File: src/ffd_pkg.sv
// shared constants and carrier types for the fractional divider register set
// assumes a 16-bit register port addressed by the printed register offsets
package ffd_pkg;

	// register port geometry
	localparam int ADDR_W = 7;
	localparam int DATA_W = 16;
	localparam int FRAC_W = 32;          // numerator, denominator, seed
	localparam int DIV_W  = 19;          // integer feedback divide width

	typedef logic [ADDR_W-1:0] ffd_addr_t;
	typedef logic [DATA_W-1:0] ffd_word_t;

	// register offsets (register port addresses)
	localparam ffd_addr_t OFS_FB_HIGH    = 7'h22;
	localparam ffd_addr_t OFS_FB_LOW     = 7'h24;
	localparam ffd_addr_t OFS_SEED_DELAY = 7'h25;
	localparam ffd_addr_t OFS_DEN_HIGH   = 7'h26;
	localparam ffd_addr_t OFS_DEN_LOW    = 7'h27;
	localparam ffd_addr_t OFS_SEED_HIGH  = 7'h28;
	localparam ffd_addr_t OFS_SEED_LOW   = 7'h29;
	localparam ffd_addr_t OFS_NUM_HIGH   = 7'h2a;
	localparam ffd_addr_t OFS_NUM_LOW    = 7'h2b;
	localparam ffd_addr_t OFS_OUT_MOD    = 7'h2c;
	localparam ffd_addr_t OFS_FIRST_SEL  = 7'h2d;
	localparam ffd_addr_t OFS_SECOND_SEL = 7'h2e;
	localparam ffd_addr_t OFS_PIN_CFG    = 7'h3a;

	// field positions
	localparam int POS_FB_HIGH      = 0;   // divide bits 18:16
	localparam int POS_SEED_EN      = 15;
	localparam int POS_DELAY_SEL    = 8;
	localparam int POS_FIRST_LEVEL  = 8;
	localparam int POS_SECOND_PD    = 7;
	localparam int POS_FIRST_PD     = 6;
	localparam int POS_CLEAR_N      = 5;
	localparam int POS_ORDER        = 0;
	localparam int POS_FIRST_SRC    = 11;
	localparam int POS_BOOST        = 9;
	localparam int POS_SECOND_LEVEL = 0;
	localparam int POS_SECOND_SRC   = 0;
	localparam int POS_PIN_IGNORE   = 15;
	localparam int POS_PIN_HYST     = 14;
	localparam int POS_PIN_LEVEL    = 12;
	localparam int POS_PIN_FORMAT   = 9;

	// reset values
	localparam logic [DIV_W-1:0]  RST_FB_DIVIDE = 19'h0_0064;
	localparam logic [5:0]        RST_DELAY_SEL = 6'h02;
	localparam logic [FRAC_W-1:0] RST_DEN       = 32'hFFFF_FFFF;
	localparam logic [5:0]        RST_LEVEL     = 6'h1F;
	localparam logic [1:0]        RST_SRC       = 2'h1;
	localparam logic [2:0]        RST_ORDER     = 3'h0;

	// constant bit patterns read back in the fixed positions
	localparam ffd_word_t FIX_SEED_DELAY = 16'h0004;
	localparam ffd_word_t FIX_FIRST_SEL  = 16'hC040;
	localparam ffd_word_t FIX_SECOND_SEL = 16'h07FC;
	localparam ffd_word_t FIX_PIN_CFG    = 16'h0001;

	// encodings
	localparam logic [1:0] SRC_HIGH_Z   = 2'h3;
	localparam logic [1:0] SRC_RESERVED = 2'h2;  // first output only
	localparam logic [2:0] ORDER_MAX    = 3'h4;

	// register port request
	typedef struct packed {
		ffd_addr_t addr;
		ffd_word_t wdata;
		logic      wr;
		logic      rd;
	} ffd_bus_t;

	// settings handed to the two output drivers
	typedef struct packed {
		logic [5:0] first_level;
		logic       first_pd;
		logic [1:0] first_src;
		logic       first_active;
		logic [5:0] second_level;
		logic       second_pd;
		logic [1:0] second_src;
		logic       second_active;
		logic [1:0] boost;
	} ffd_out_t;

	// input pin configuration word
	typedef struct packed {
		logic       disregard;
		logic       hysteresis;
		logic [1:0] bias_level;
		logic [2:0] format;
	} ffd_pin_cfg_t;

endpackage

File: src/ffd_accum.sv
// first accumulator of the fraction modulator, carry out per step
// assumes den is nonzero while running; a zero den never carries
`timescale 1ns/1ps
module ffd_accum
#(
	parameter int W = 32
)
(
	// clock and reset
	input  wire logic         ref_clk,
	input  wire logic         reset,
	// control
	input  wire logic         hold,     // modulator held in reset
	input  wire logic         load,     // one-cycle reload of start state
	input  wire logic         step,     // detector-rate enable
	input  wire logic [W-1:0] start,    // start state (seed or zero)
	input  wire logic [W-1:0] num,
	input  wire logic [W-1:0] den,
	// result
	output logic              carry
);

	typedef struct packed {
		logic [W-1:0] acc;   // accumulator state
		logic         carry; // overflow of this step
	} ffd_acc_st_t;

	ffd_acc_st_t st_r;
	ffd_acc_st_t st_nxt;
	logic [W:0]  sum;       // one extra bit so the wrap is seen

	// next state: reload, then step modulo den
	always_comb
	begin
		st_nxt = st_r;
		sum    = {1'b0, st_r.acc} + {1'b0, num};
		st_nxt.carry = 1'b0;
		if (hold || load)
		begin
			st_nxt.acc = start;
		end
		else if (step && (den != '0))
		begin
			// carries average num/den per step
			if (sum >= {1'b0, den})
			begin
				st_nxt.acc   = W'(sum - {1'b0, den});
				st_nxt.carry = 1'b1;
			end
			else
			begin
				st_nxt.acc = W'(sum);
			end
		end
	end

	// state register
	always_ff @(posedge ref_clk or posedge reset)
	begin
		if (reset)
			st_r <= '0;
		else
			st_r <= st_nxt;
	end

	assign carry = st_r.carry;

endmodule

File: src/ffd_regs.sv
// register set of the fractional feedback divider and the two rf outputs
// assumes a one-cycle register port and a detector-rate step enable
`timescale 1ns/1ps
module ffd_regs
	import ffd_pkg::*;
(
	// clock and reset
	input  wire logic                      ref_clk,
	input  wire logic                      reset,
	// register port
	input  wire ffd_pkg::ffd_bus_t         bus,
	output logic [ffd_pkg::DATA_W-1:0]     rd_data,
	// modulator step, one pulse per detector cycle
	input  wire logic                      frac_step_en,
	// request pins from the board
	input  wire logic                      sync_pin,
	input  wire logic                      sysref_req_pin,
	// divider and output settings
	output logic [ffd_pkg::DIV_W:0]        feedback_divide,
	output logic                           frac_active,
	output logic [5:0]                     detector_delay_select,
	output ffd_pkg::ffd_out_t              out_ctrl,
	output ffd_pkg::ffd_pin_cfg_t          pin_cfg,
	// request pins after the disregard gate
	output logic                           sync_req,
	output logic                           sysref_req
);
	import ffd_pkg::*;

	// whole state of the register set
	typedef struct packed {
		logic [DIV_W-1:0]  fb_div;        // integer divide value
		logic              seed_en;       // seed apply enable
		logic [5:0]        dly_sel;       // detector delay select
		logic [FRAC_W-1:0] den;           // fraction denominator
		logic [DATA_W-1:0] seed_stage;    // high half awaiting low
		logic [FRAC_W-1:0] seed_acc;      // accumulated seed
		logic [FRAC_W-1:0] num;           // fraction numerator
		logic [5:0]        first_level;
		logic              second_pd;
		logic              first_pd;
		logic              clear_n;       // modulator clear, low active
		logic [2:0]        order;         // modulator order
		logic [1:0]        first_src;
		logic [1:0]        boost;
		logic [5:0]        second_level;
		logic [1:0]        second_src;
		ffd_pin_cfg_t      pin;           // input pin configuration
		logic              seed_load;     // reload pulse to accumulator
		ffd_word_t         rd_data;       // read answer
		logic [DIV_W:0]    div_out;       // effective divide this step
		logic              frac_on;       // fraction path running
		ffd_out_t          out;           // output driver settings
		logic              sync_q;        // gated sync request
		logic              sysref_q;      // gated sysref request
	} ffd_regs_st_t;

	ffd_regs_st_t st_r;
	ffd_regs_st_t st_nxt;
	logic         carry;        // modulator carry for this step

	// an order code 1..4 with the modulator released runs fractions
	function automatic logic frac_allowed(input logic [2:0] order,
	                                      input logic       clear_n);
		frac_allowed = clear_n && (order != 3'h0) && (order <= ORDER_MAX);
	endfunction

	// an output drives when powered up and its source is not hi-z, nor the reserved code where reserved_hiz is set
	function automatic logic out_drives(input logic       pd,
	                                    input logic [1:0] src,
	                                    input logic       reserved_hiz);
		out_drives = !pd && (src != SRC_HIGH_Z) &&
		             !(reserved_hiz && (src == SRC_RESERVED));
	endfunction

	// first accumulator of the modulator
	ffd_accum
	#(
		.W      (FRAC_W)
	)
	u_accum
	(
		.ref_clk (ref_clk),
		.reset   (reset),
		.hold    (!frac_allowed(st_r.order, st_r.clear_n)),
		.load    (st_r.seed_load),
		.step    (frac_step_en),
		.start   (st_r.seed_en ? st_r.seed_acc : '0),
		.num     (st_r.num),
		.den     (st_r.den),
		.carry   (carry)
	);

	// next state: register writes, read answer, derived outputs
	always_comb
	begin
		st_nxt           = st_r;
		st_nxt.seed_load = 1'b0;
		st_nxt.rd_data   = '0;

		// a modulator cleared by clear_n low forgets the seed it had gathered
		if (!st_r.clear_n)
			st_nxt.seed_acc = '0;

		// writes; unmapped addresses are ignored
		if (bus.wr)
		begin
			case (bus.addr)
				OFS_FB_HIGH:
					st_nxt.fb_div[DIV_W-1:16] =
						bus.wdata[POS_FB_HIGH +: 3];
				OFS_FB_LOW:
					st_nxt.fb_div[15:0] = bus.wdata;
				OFS_SEED_DELAY:
				begin
					st_nxt.seed_en = bus.wdata[POS_SEED_EN];
					st_nxt.dly_sel = bus.wdata[POS_DELAY_SEL +: 6];
				end
				OFS_DEN_HIGH:
					st_nxt.den[31:16] = bus.wdata;
				OFS_DEN_LOW:
					st_nxt.den[15:0] = bus.wdata;
				OFS_SEED_HIGH:
					// held until the low half completes the word
					st_nxt.seed_stage = bus.wdata;
				OFS_SEED_LOW:
				begin
					// a write in the clearing cycle still counts
					st_nxt.seed_acc = (st_r.clear_n ? st_r.seed_acc : '0)
					                + {st_r.seed_stage, bus.wdata};
					st_nxt.seed_stage = '0;
					st_nxt.seed_load  = 1'b1;
				end
				OFS_NUM_HIGH:
					st_nxt.num[31:16] = bus.wdata;
				OFS_NUM_LOW:
					st_nxt.num[15:0] = bus.wdata;
				OFS_OUT_MOD:
				begin
					st_nxt.first_level = bus.wdata[POS_FIRST_LEVEL +: 6];
					st_nxt.second_pd   = bus.wdata[POS_SECOND_PD];
					st_nxt.first_pd    = bus.wdata[POS_FIRST_PD];
					st_nxt.clear_n     = bus.wdata[POS_CLEAR_N];
					st_nxt.order       = bus.wdata[POS_ORDER +: 3];
				end
				OFS_FIRST_SEL:
				begin
					st_nxt.first_src = bus.wdata[POS_FIRST_SRC +: 2];
					st_nxt.boost     = bus.wdata[POS_BOOST +: 2];
					st_nxt.second_level =
						bus.wdata[POS_SECOND_LEVEL +: 6];
				end
				OFS_SECOND_SEL:
					st_nxt.second_src = bus.wdata[POS_SECOND_SRC +: 2];
				OFS_PIN_CFG:
				begin
					st_nxt.pin.disregard  = bus.wdata[POS_PIN_IGNORE];
					st_nxt.pin.hysteresis = bus.wdata[POS_PIN_HYST];
					st_nxt.pin.bias_level = bus.wdata[POS_PIN_LEVEL +: 2];
					st_nxt.pin.format     = bus.wdata[POS_PIN_FORMAT +: 3];
				end
				default:
					st_nxt.seed_load = 1'b0;   // unmapped: no effect
			endcase
		end

		// reads answer next cycle; fixed bits read as their pattern
		if (bus.rd)
		begin
			case (bus.addr)
				OFS_FB_HIGH:
					st_nxt.rd_data = ffd_word_t'(st_r.fb_div[DIV_W-1:16]);
				OFS_FB_LOW:
					st_nxt.rd_data = st_r.fb_div[15:0];
				OFS_SEED_DELAY:
					st_nxt.rd_data = FIX_SEED_DELAY
					   | (ffd_word_t'(st_r.seed_en) << POS_SEED_EN)
					   | (ffd_word_t'(st_r.dly_sel) << POS_DELAY_SEL);
				OFS_DEN_HIGH:
					st_nxt.rd_data = st_r.den[31:16];
				OFS_DEN_LOW:
					st_nxt.rd_data = st_r.den[15:0];
				OFS_SEED_HIGH:
					// the gathered seed, not the last write
					st_nxt.rd_data = st_r.seed_acc[31:16];
				OFS_SEED_LOW:
					st_nxt.rd_data = st_r.seed_acc[15:0];
				OFS_NUM_HIGH:
					st_nxt.rd_data = st_r.num[31:16];
				OFS_NUM_LOW:
					st_nxt.rd_data = st_r.num[15:0];
				OFS_OUT_MOD:
					st_nxt.rd_data =
					     (ffd_word_t'(st_r.first_level) << POS_FIRST_LEVEL)
					   | (ffd_word_t'(st_r.second_pd) << POS_SECOND_PD)
					   | (ffd_word_t'(st_r.first_pd) << POS_FIRST_PD)
					   | (ffd_word_t'(st_r.clear_n) << POS_CLEAR_N)
					   | (ffd_word_t'(st_r.order) << POS_ORDER);
				OFS_FIRST_SEL:
					st_nxt.rd_data = FIX_FIRST_SEL
					   | (ffd_word_t'(st_r.first_src) << POS_FIRST_SRC)
					   | (ffd_word_t'(st_r.boost) << POS_BOOST)
					   | (ffd_word_t'(st_r.second_level) << POS_SECOND_LEVEL);
				OFS_SECOND_SEL:
					st_nxt.rd_data = FIX_SECOND_SEL
					   | (ffd_word_t'(st_r.second_src) << POS_SECOND_SRC);
				OFS_PIN_CFG:
					st_nxt.rd_data = FIX_PIN_CFG
					   | (ffd_word_t'(st_r.pin.disregard) << POS_PIN_IGNORE)
					   | (ffd_word_t'(st_r.pin.hysteresis) << POS_PIN_HYST)
					   | (ffd_word_t'(st_r.pin.bias_level) << POS_PIN_LEVEL)
					   | (ffd_word_t'(st_r.pin.format) << POS_PIN_FORMAT);
				default:
					st_nxt.rd_data = '0;       // unmapped reads as zero
			endcase
		end

		// effective divide: integer part plus the modulator carry
		st_nxt.frac_on = frac_allowed(st_r.order, st_r.clear_n);
		st_nxt.div_out = {1'b0, st_r.fb_div}
		               + (DIV_W+1)'(st_r.frac_on && carry);

		// output driver settings follow the fields
		st_nxt.out.first_level   = st_r.first_level;
		st_nxt.out.first_pd      = st_r.first_pd;
		st_nxt.out.first_src     = st_r.first_src;
		// the reserved first source code is kept quiet like hi-z
		st_nxt.out.first_active  =
			out_drives(st_r.first_pd, st_r.first_src, 1'b1);
		st_nxt.out.second_level  = st_r.second_level;
		st_nxt.out.second_pd     = st_r.second_pd;
		st_nxt.out.second_src    = st_r.second_src;
		st_nxt.out.second_active =
			out_drives(st_r.second_pd, st_r.second_src, 1'b0);
		st_nxt.out.boost         = st_r.boost;

		// board request pins pass only when not disregarded
		st_nxt.sync_q   = !st_r.pin.disregard && sync_pin;
		st_nxt.sysref_q = !st_r.pin.disregard && sysref_req_pin;
	end

	// state register; constants only under reset
	always_ff @(posedge ref_clk or posedge reset)
	begin
		if (reset)
		begin
			st_r              <= '0;
			st_r.fb_div       <= RST_FB_DIVIDE;
			st_r.dly_sel      <= RST_DELAY_SEL;
			st_r.den          <= RST_DEN;
			st_r.first_level  <= RST_LEVEL;
			st_r.second_pd    <= 1'b1;
			st_r.first_pd     <= 1'b0;
			st_r.clear_n      <= 1'b1;
			st_r.order        <= RST_ORDER;
			st_r.first_src    <= RST_SRC;
			st_r.second_level <= RST_LEVEL;
			st_r.second_src   <= RST_SRC;
			st_r.pin.disregard <= 1'b1;
			st_r.div_out      <= {1'b0, RST_FB_DIVIDE};
			st_r.out.first_level  <= RST_LEVEL;
			st_r.out.first_src    <= RST_SRC;
			st_r.out.first_active <= 1'b1;
			st_r.out.second_level <= RST_LEVEL;
			st_r.out.second_pd    <= 1'b1;
			st_r.out.second_src   <= RST_SRC;
		end
		else
		begin
			st_r <= st_nxt;
		end
	end

	// every output straight from the state register
	assign rd_data               = st_r.rd_data;
	assign feedback_divide       = st_r.div_out;
	assign frac_active           = st_r.frac_on;
	assign detector_delay_select = st_r.dly_sel;
	assign out_ctrl              = st_r.out;
	assign pin_cfg               = st_r.pin;
	assign sync_req              = st_r.sync_q;
	assign sysref_req            = st_r.sysref_q;

endmodule

File: config.mk
export PLATFORM = sky130hd
export DESIGN_NAME = ffd_regs
export DESIGN_NICKNAME = d
export VERILOG_FILES = /design/src/ffd_pkg.sv /design/src/ffd_accum.sv /design/src/ffd_regs.sv
export SDC_FILE = /design/constraint.sdc
export NUM_CORES = 1
export LEC_CHECK = 0
export BUFFER_PORTS_ARGS = -buffer_cell sky130_fd_sc_hd__buf_2
export CAP_MARGIN = 20
export CORE_ASPECT_RATIO = 1.75
export CORE_MARGIN = 4
export CORE_UTILIZATION = 56
export DETAILED_ROUTE_END_ITERATION = 10
export PLACE_DENSITY = 0.77
export SLEW_MARGIN = 0
export SYNTH_ARGS = -nofsm -noshare
export SYNTH_HDL_FRONTEND = slang
export SYNTH_SLANG_ARGS = --single-unit
File: constraint.sdc
create_clock -name ref_clk -period 8.3 [get_ports ref_clk]
set_input_delay 1.245 -clock ref_clk [delete_from_list [all_inputs] [get_ports ref_clk]]
set_output_delay 1.245 -clock ref_clk [all_outputs]
set_load 0.005 [all_outputs]
# Word-level counts from Yosys, hierarchy flattened
# Index checks and enable logic that the tools add are counted.
# W data, S select, Z words.
[word_totals]
latchBits = 0
input_bits = 30
rom_bits = 0
register_bits = 264
memories = 0
out_inout_bits = 74
word_cells = 122
mem_bits_rw = 0
[op_classes]
reduce_logical = 31
n_bitwise = 10
add_sub_neg = 4
shift = 0
eq_ne = 16
order_cmp = 2
div = 0
n_mul = 0
mux = 19
[op_table]
columns = ["cell", "n"]
rows = [
  ["$pmux W16 S13", 1],
  ["$mux W32", 5],
  ["$mux W96", 1],
  ["$eq A7 B6 Y1 const B", 13],
  ["$mux W16", 3],
  ["$add A32 B32 Y33", 1],
  ["$ge A33 B32 Y1", 1],
  ["$mux W33", 1],
  ["$add A32 B32 Y32", 1],
  ["$or A16 B14 Y16", 2],
  ["$pmux W16 S2", 1],
  ["$reduce_bool A32 Y1", 1],
  ["$sub A32 B32 Y32", 1],
  ["$reduce_and A2 Y1", 12],
  ["$add A19 B1 Y20", 1],
  ["$or A16 B11 Y16", 1],
  ["$or A16 B12 Y16", 1],
  ["$or A16 B15 Y16", 1],
  ["$or A16 B6 Y16", 1],
  ["$or A14 B3 Y14", 1],
  ["$or A14 B6 Y14", 1],
  ["$or A14 B7 Y14", 1],
  ["$or A14 B8 Y14", 1],
  ["$mux W12", 1],
  ["12 further kinds", 28],
]

# Longest topological paths before layout
[logic_depth]
word_depth = 6
ltp_mapped = 25
depth_no_buf = 24

# Hierarchy
# A second synthesis with hierarchy kept.
[hier_totals]
hier_cells = 1897
area_unflattened_um2 = 18073.6
[modules_own_cells]
columns = ["module", "cells_each", "n_inst", "area_per_inst_um2", "seq_area_each_um2"]
rows = [
  ["ffd_regs", 1156, 1, 12505.7, 5865.6],
  ["ffd_accum", 741, 1, 5567.8, 825.8],
]

# Worst setup path before layout
# OpenSTA, ideal clock, no wires.
[synth_path]
path_type = "register to register"
startpoint = "reg st_r[93] in the netlist's numbering"
endpoint = "reg u_accum.st_r[3] in the netlist's numbering"
setup_time_ns = 0.133
path_buffers = 2
period_less_slack_ns = 5.020
slack_ns = 3.280
required_time_ns = 8.167
path_stages_with_launch = 25
arrival_time_ns = 4.887
cell_sequence = "dfrtp_1 > ha_1 > inv_1 > fa_1 > nand2b_1 > a21oi_2 > nor4b_4 > o41ai_4 > o21ai_1 > o41ai_2 > a21o_1 > a21o_1 > xnor2_1 > inv_1 > ha_1 > nand4_1 > nor4_1 > o21ai_0 > a31oi_1 > a311oi_1 > nand3b_1 > buf_2 > buf_2 > mux2i_1 > o21ai_0"
[synth_between]
elab_chain_cells = 5
elab_cells_between_ends = 6
classes_between = "2 x add/sub; 1 x order compare; 3 x mux"
[synth_lines]
columns = ["item", "line_no", "text"]
rows = [
  ["from (decl)", "ffd_regs.sv:58", "ffd_regs_st_t st_r;"],
  ["from (signal assigned)", "ffd_regs.sv:270", "st_r <= st_nxt;"],
  ["$add A32 B32 Y33 *", "ffd_accum.sv:36", "sum = {1'b0, st_r.acc} + {1'b0, num};"],
  ["$sub A32 B32 Y32 / $ge A33 B32 Y1 (equally long branches)", "ffd_accum.sv:47, ffd_accum.sv:45", ""],
  ["$mux W32 *", "ffd_accum.sv:45", "if (sum >= {1'b0, den})"],
  ["$mux W33 *", "ffd_accum.sv:42", "else if (step && (den != '0))"],
  ["$mux W32 *", "ffd_accum.sv:38", "if (hold || load)"],
  ["to (signal assigned)", "ffd_accum.sv:63", "st_r <= st_nxt;"],
  ["to (decl)", "ffd_accum.sv:28", "ffd_acc_st_t st_r;"],
]
# Mark *: on every way between the ends. The rest lies on a longest branch, timed or not. The select of a mux whose other input is x is not followed.
# A chain may end at the register's enable or synchronous reset.

# Final worst setup path
[layout_path]
startpoint = "reg st_r[93] in the netlist's numbering"
endpoint = "reg u_accum.st_r[25] in the netlist's numbering"
# Same word-level chain as after synthesis.

==> flow_metrics.py <==
metrics = {
    "cells_and_area": {
        "final_core_util": 0.609,
        "finalNonFillerCells": 2133,
        "antenna-diode-count": 0,
        "areaGrowthSynthToFinish_pct": 7.61,
        "fillers": 2530,
        "final_area_mm2": 0.0183,
        "fin_nets": 1858,
        "drive_gt1_frac": 0.225,
    },
    "sta": {
        "tightest_slew_ns": 0.998,
        "setup-tns-final_ns": 0,
        "max_slew_margin": 0.326,
        "finalMaxSlewViolations": 0,
        "setup_viol": 0,
        "fin_ws_ns": 1.95,
        "whs_ns": 0.376,
        "period_share": 0.765,
        "rsz0062_at_grt": "no",
        "skew_ns": 0.0143,
        "min_period_ns": 6.35,
        "hold_violations": 0,
        "fmax_ghz": 0.158,
    },
    "clock_tree": {
        "cts_num_sinks": 264,
        "cts_resized": 0,
        "h-tree-depth": 1,
        "hold_buffers": 0,
        "cts_root_buf": "clkbuf_16",
        "clk_pin_slew_ns": 0.07,
        "insertion_delay_ns": 0.55,
        "post-cts-setup-buffer-count": 0,
        "cts_buffers": 24,
        "cts_tree": "built",
        "cts_buffer_depth": 3,
    },
    "place": {
        "post-place-ws_ns": 2.13,
        "io_buffers": 103,
        "place_congestion": 1.13,
        "placed_cell_area_mm2": 0.0174,
        "hpwlAfterDp_um": 40200,
        "dp_cells": 2088,
    },
    "setup_path": {
        "cp_slowest_cell": "o41ai_4",
        "path_cells": "ha_1 -> inv_1 -> fa_1 -> nand2b_1 -> a21oi_2 -> nor4b_4 -> o41ai_4 -> o21ai_1 -> o41ai_2 -> a21o_1 -> a21o_1 -> xnor2_1 -> inv_1 -> ha_1 -> nand4_1 -> nor4_1 -> o21ai_0 -> a31oi_1 -> a311oi_1 -> nand3b_1 -> buf_4 -> nor2_1 -> a222oi_1 -> o21ai_0",
        "cp-end-kind": "flip-flop",
        "critical_path_arrival_ns": 6.76,
        "critical_path.max_fanout": 31,
        "crit_type": "flip-flop to flip-flop",
        "crit_required_ns": 8.71,
        "r2r-start": "st_r[93]$_DFFE_PP0P_",
        "start_kind": "flip-flop",
        "worst-path-buf-inv": 3,
        "crit_start": "st_r[93]$_DFFE_PP0P_",
        "cp_top_family": "compound AO/OA/AOI/OAI gates",
        "max_stage_delay_ns": 0.54,
    },
    "synth": {
        "syn_area_mm2": 0.0170,
        "syn_avg_cell_area_um2": 9.83,
        "ys_seq_elements": 264,
        "ys_seq_area_frac": 0.393,
        "async_flop_share": 1.00,
        "synth_edf_count": 0,
        "synthCells": 1731,
        "synth-main-ff-cell": "dfrtp_1",
        "ys.warnings.count": 0,
        "synth_nets": 1861,
        "yosysUniqueCellTypes": 85,
    },
    "power_and_ir_drop": {
        "leakage_nw": 8.55,
        "power_mw": 3.70,
        "power_density_mw_per_mm2": 202,
        "ir_drop_v": 0.000173,
    },
    "detailed_routing": {
        "drc": 0,
        "wirelength_um": 52900,
        "wire_per_inst_um": 24.8,
        "viasPerCell": 6.48,
        "vias": 13800,
        "initialDrtViolationCount": 969,
        "postRouteAntennaNets": 0,
        "first_pass_iters": 8,
    },
    "global_route": {
        "grt.overflow.total": 0,
        "grt_pass1_vias": 13700,
        "grt_max_degree": 161,
        "grt_use_total": 0.309,
        "antenna_found_initial": 0,
        "grt_pass1_wl_um": 79600,
    },
    "floorplan": {
        "io_pins": 104,
        "dieHeight_um": 239,
        "die-area_mm2": 0.0333,
        "row_count": 84,
        "die_w_um": 140,
        "initial_core_util": 0.566,
        "design.core.area_mm2": 0.0301,
    },
    "status": {
        "outcome": "completed",
    },
    "hold_path": {
        "hold_path.startpoint": "st_nxt[18]$_DFFE_PP1P_",
        "min_path_type": "flip-flop to flip-flop",
    },
    "job": {
        "cap_violations": 0,
    },
}
-- layout by cell type, fill, tap and decap left out, types with 68 or more instances in the layout --
| cell type | synthesis | layout |
|---|---|---|
| a21oi_1 | 107 | 107 |
| buf_2 | 6 | 103 |
| dfrtp_1 | 196 | 196 |
| dfstp_2 | 68 | 68 |
| ha_1 | 97 | 97 |
| mux2_2 | 116 | 116 |
| nand2_1 | 146 | 146 |
| nor2_1 | 80 | 79 |
| o21ai_0 | 125 | 125 |
| xnor2_1 | 71 | 71 |
-- cell families (layout without fill, tap and decap cells) --
family / count (synthesis) / after routing / synth area share
adders and majority gates: 100 / 100 / 0.0749
and+or+nand+nor: 446 / 446 / 0.130
buffers and inverters: 217 / 232 / 0.0640
AOI/OAI and AO/OA: 455 / 455 / 0.178
xor gates and xnor gates: 101 / 101 / 0.0524
DFF: 264 / 264 / 0.393
muxes: 148 / 148 / 0.107
-- worst register-to-register path, stage by stage (launching register included) --
cell and delay [ns]:
dfrtp_1 0.37, ha_1 0.22, inv_1 0.07, fa_1 0.39, nand2b_1 0.19, a21oi_2 0.21
nor4b_4 0.09, o41ai_4 0.54, o21ai_1 0.20, o41ai_2 0.51, a21o_1 0.19, a21o_1 0.12
xnor2_1 0.14, inv_1 0.07, ha_1 0.38, nand4_1 0.22, nor4_1 0.52, o21ai_0 0.18
a31oi_1 0.22, a311oi_1 0.07, nand3b_1 0.10, buf_4 0.36, nor2_1 0.34, a222oi_1 0.37
o21ai_0 0.15
-- per-layer routing --
metal  GRT usage  share of wire  wire [um]
met5           0              0          0
met3      0.0316          0.058       3090
met2       0.558           0.51      27200
met4       0.226          0.087       4590
met1       0.333           0.34      18000
-- cell usage after synthesis (31+ instances only) --
cell / count / area share
o21ai_0: 125 / 0.037
ha_1: 97 / 0.071
nor2_1: 80 / 0.018
and2_1: 42 / 0.015
buf_4: 71 / 0.031
a21oi_1: 107 / 0.031
xnor2_1: 71 / 0.037
dfrtp_1: 196 / 0.29
nand2b_1: 31 / 0.011
inv_1: 64 / 0.014
mux2_2: 116 / 0.077
dfstp_2: 68 / 0.11
nand2_1: 146 / 0.032
clkbuf_1: 65 / 0.014
nand3_1: 43 / 0.013
-- final timing paths --
kind / to / slack, ns / depth (start not counted)
max in group asynchronous: st_r[96]$_DFFE_PP0P_ / 6.38 / 4
hold / removal: out_ctrl[16]$_DFF_PP1_ / 0.38 / 0
setup / recovery: u_accum.st_r[25]$_DFFE_PP0P_ / 1.95 / 24
hold reg to reg: out_ctrl[16]$_DFF_PP1_ / 0.38 / 0
min in group asynchronous: pin_cfg[4]$_DFFE_PP0P_ / 0.61 / 2
setup reg to reg: u_accum.st_r[25]$_DFFE_PP0P_ / 1.95 / 24
-- power by group --
group	switching, mW	internal (mW)
Combinational	0.567	0.361
Sequential	0.0748	1.38
Clock	0.514	0.803
-- sequential cells by signal, summed over array words and instances (netlist names) --
signal / flops
u_accum.st_r: 32
frac_active: 1
out_ctrl: 22
detector_delay_select: 6
pin_cfg: 7
st_r: 137
sysref_req: 1
st_nxt: 20
feedback_divide: 20
rd_data: 16
sync_req: 1
u_accum.carry: 1
-- layout make-up --
type | count | area [um^2] | share of cell area
multi-input cells | 1250 | 9240 | 0.505
flip-flops and latches | 264 | 6690 | 0.366
repair buffers | 123 | 718 | 0.0392
clock buffers | 30 | 644 | 0.0352
well taps | 387 | 484 | 0.0265
clock inverters | 14 | 282 | 0.0154
inverters | 65 | 248 | 0.0135
(Power assumes the default switching activity.)
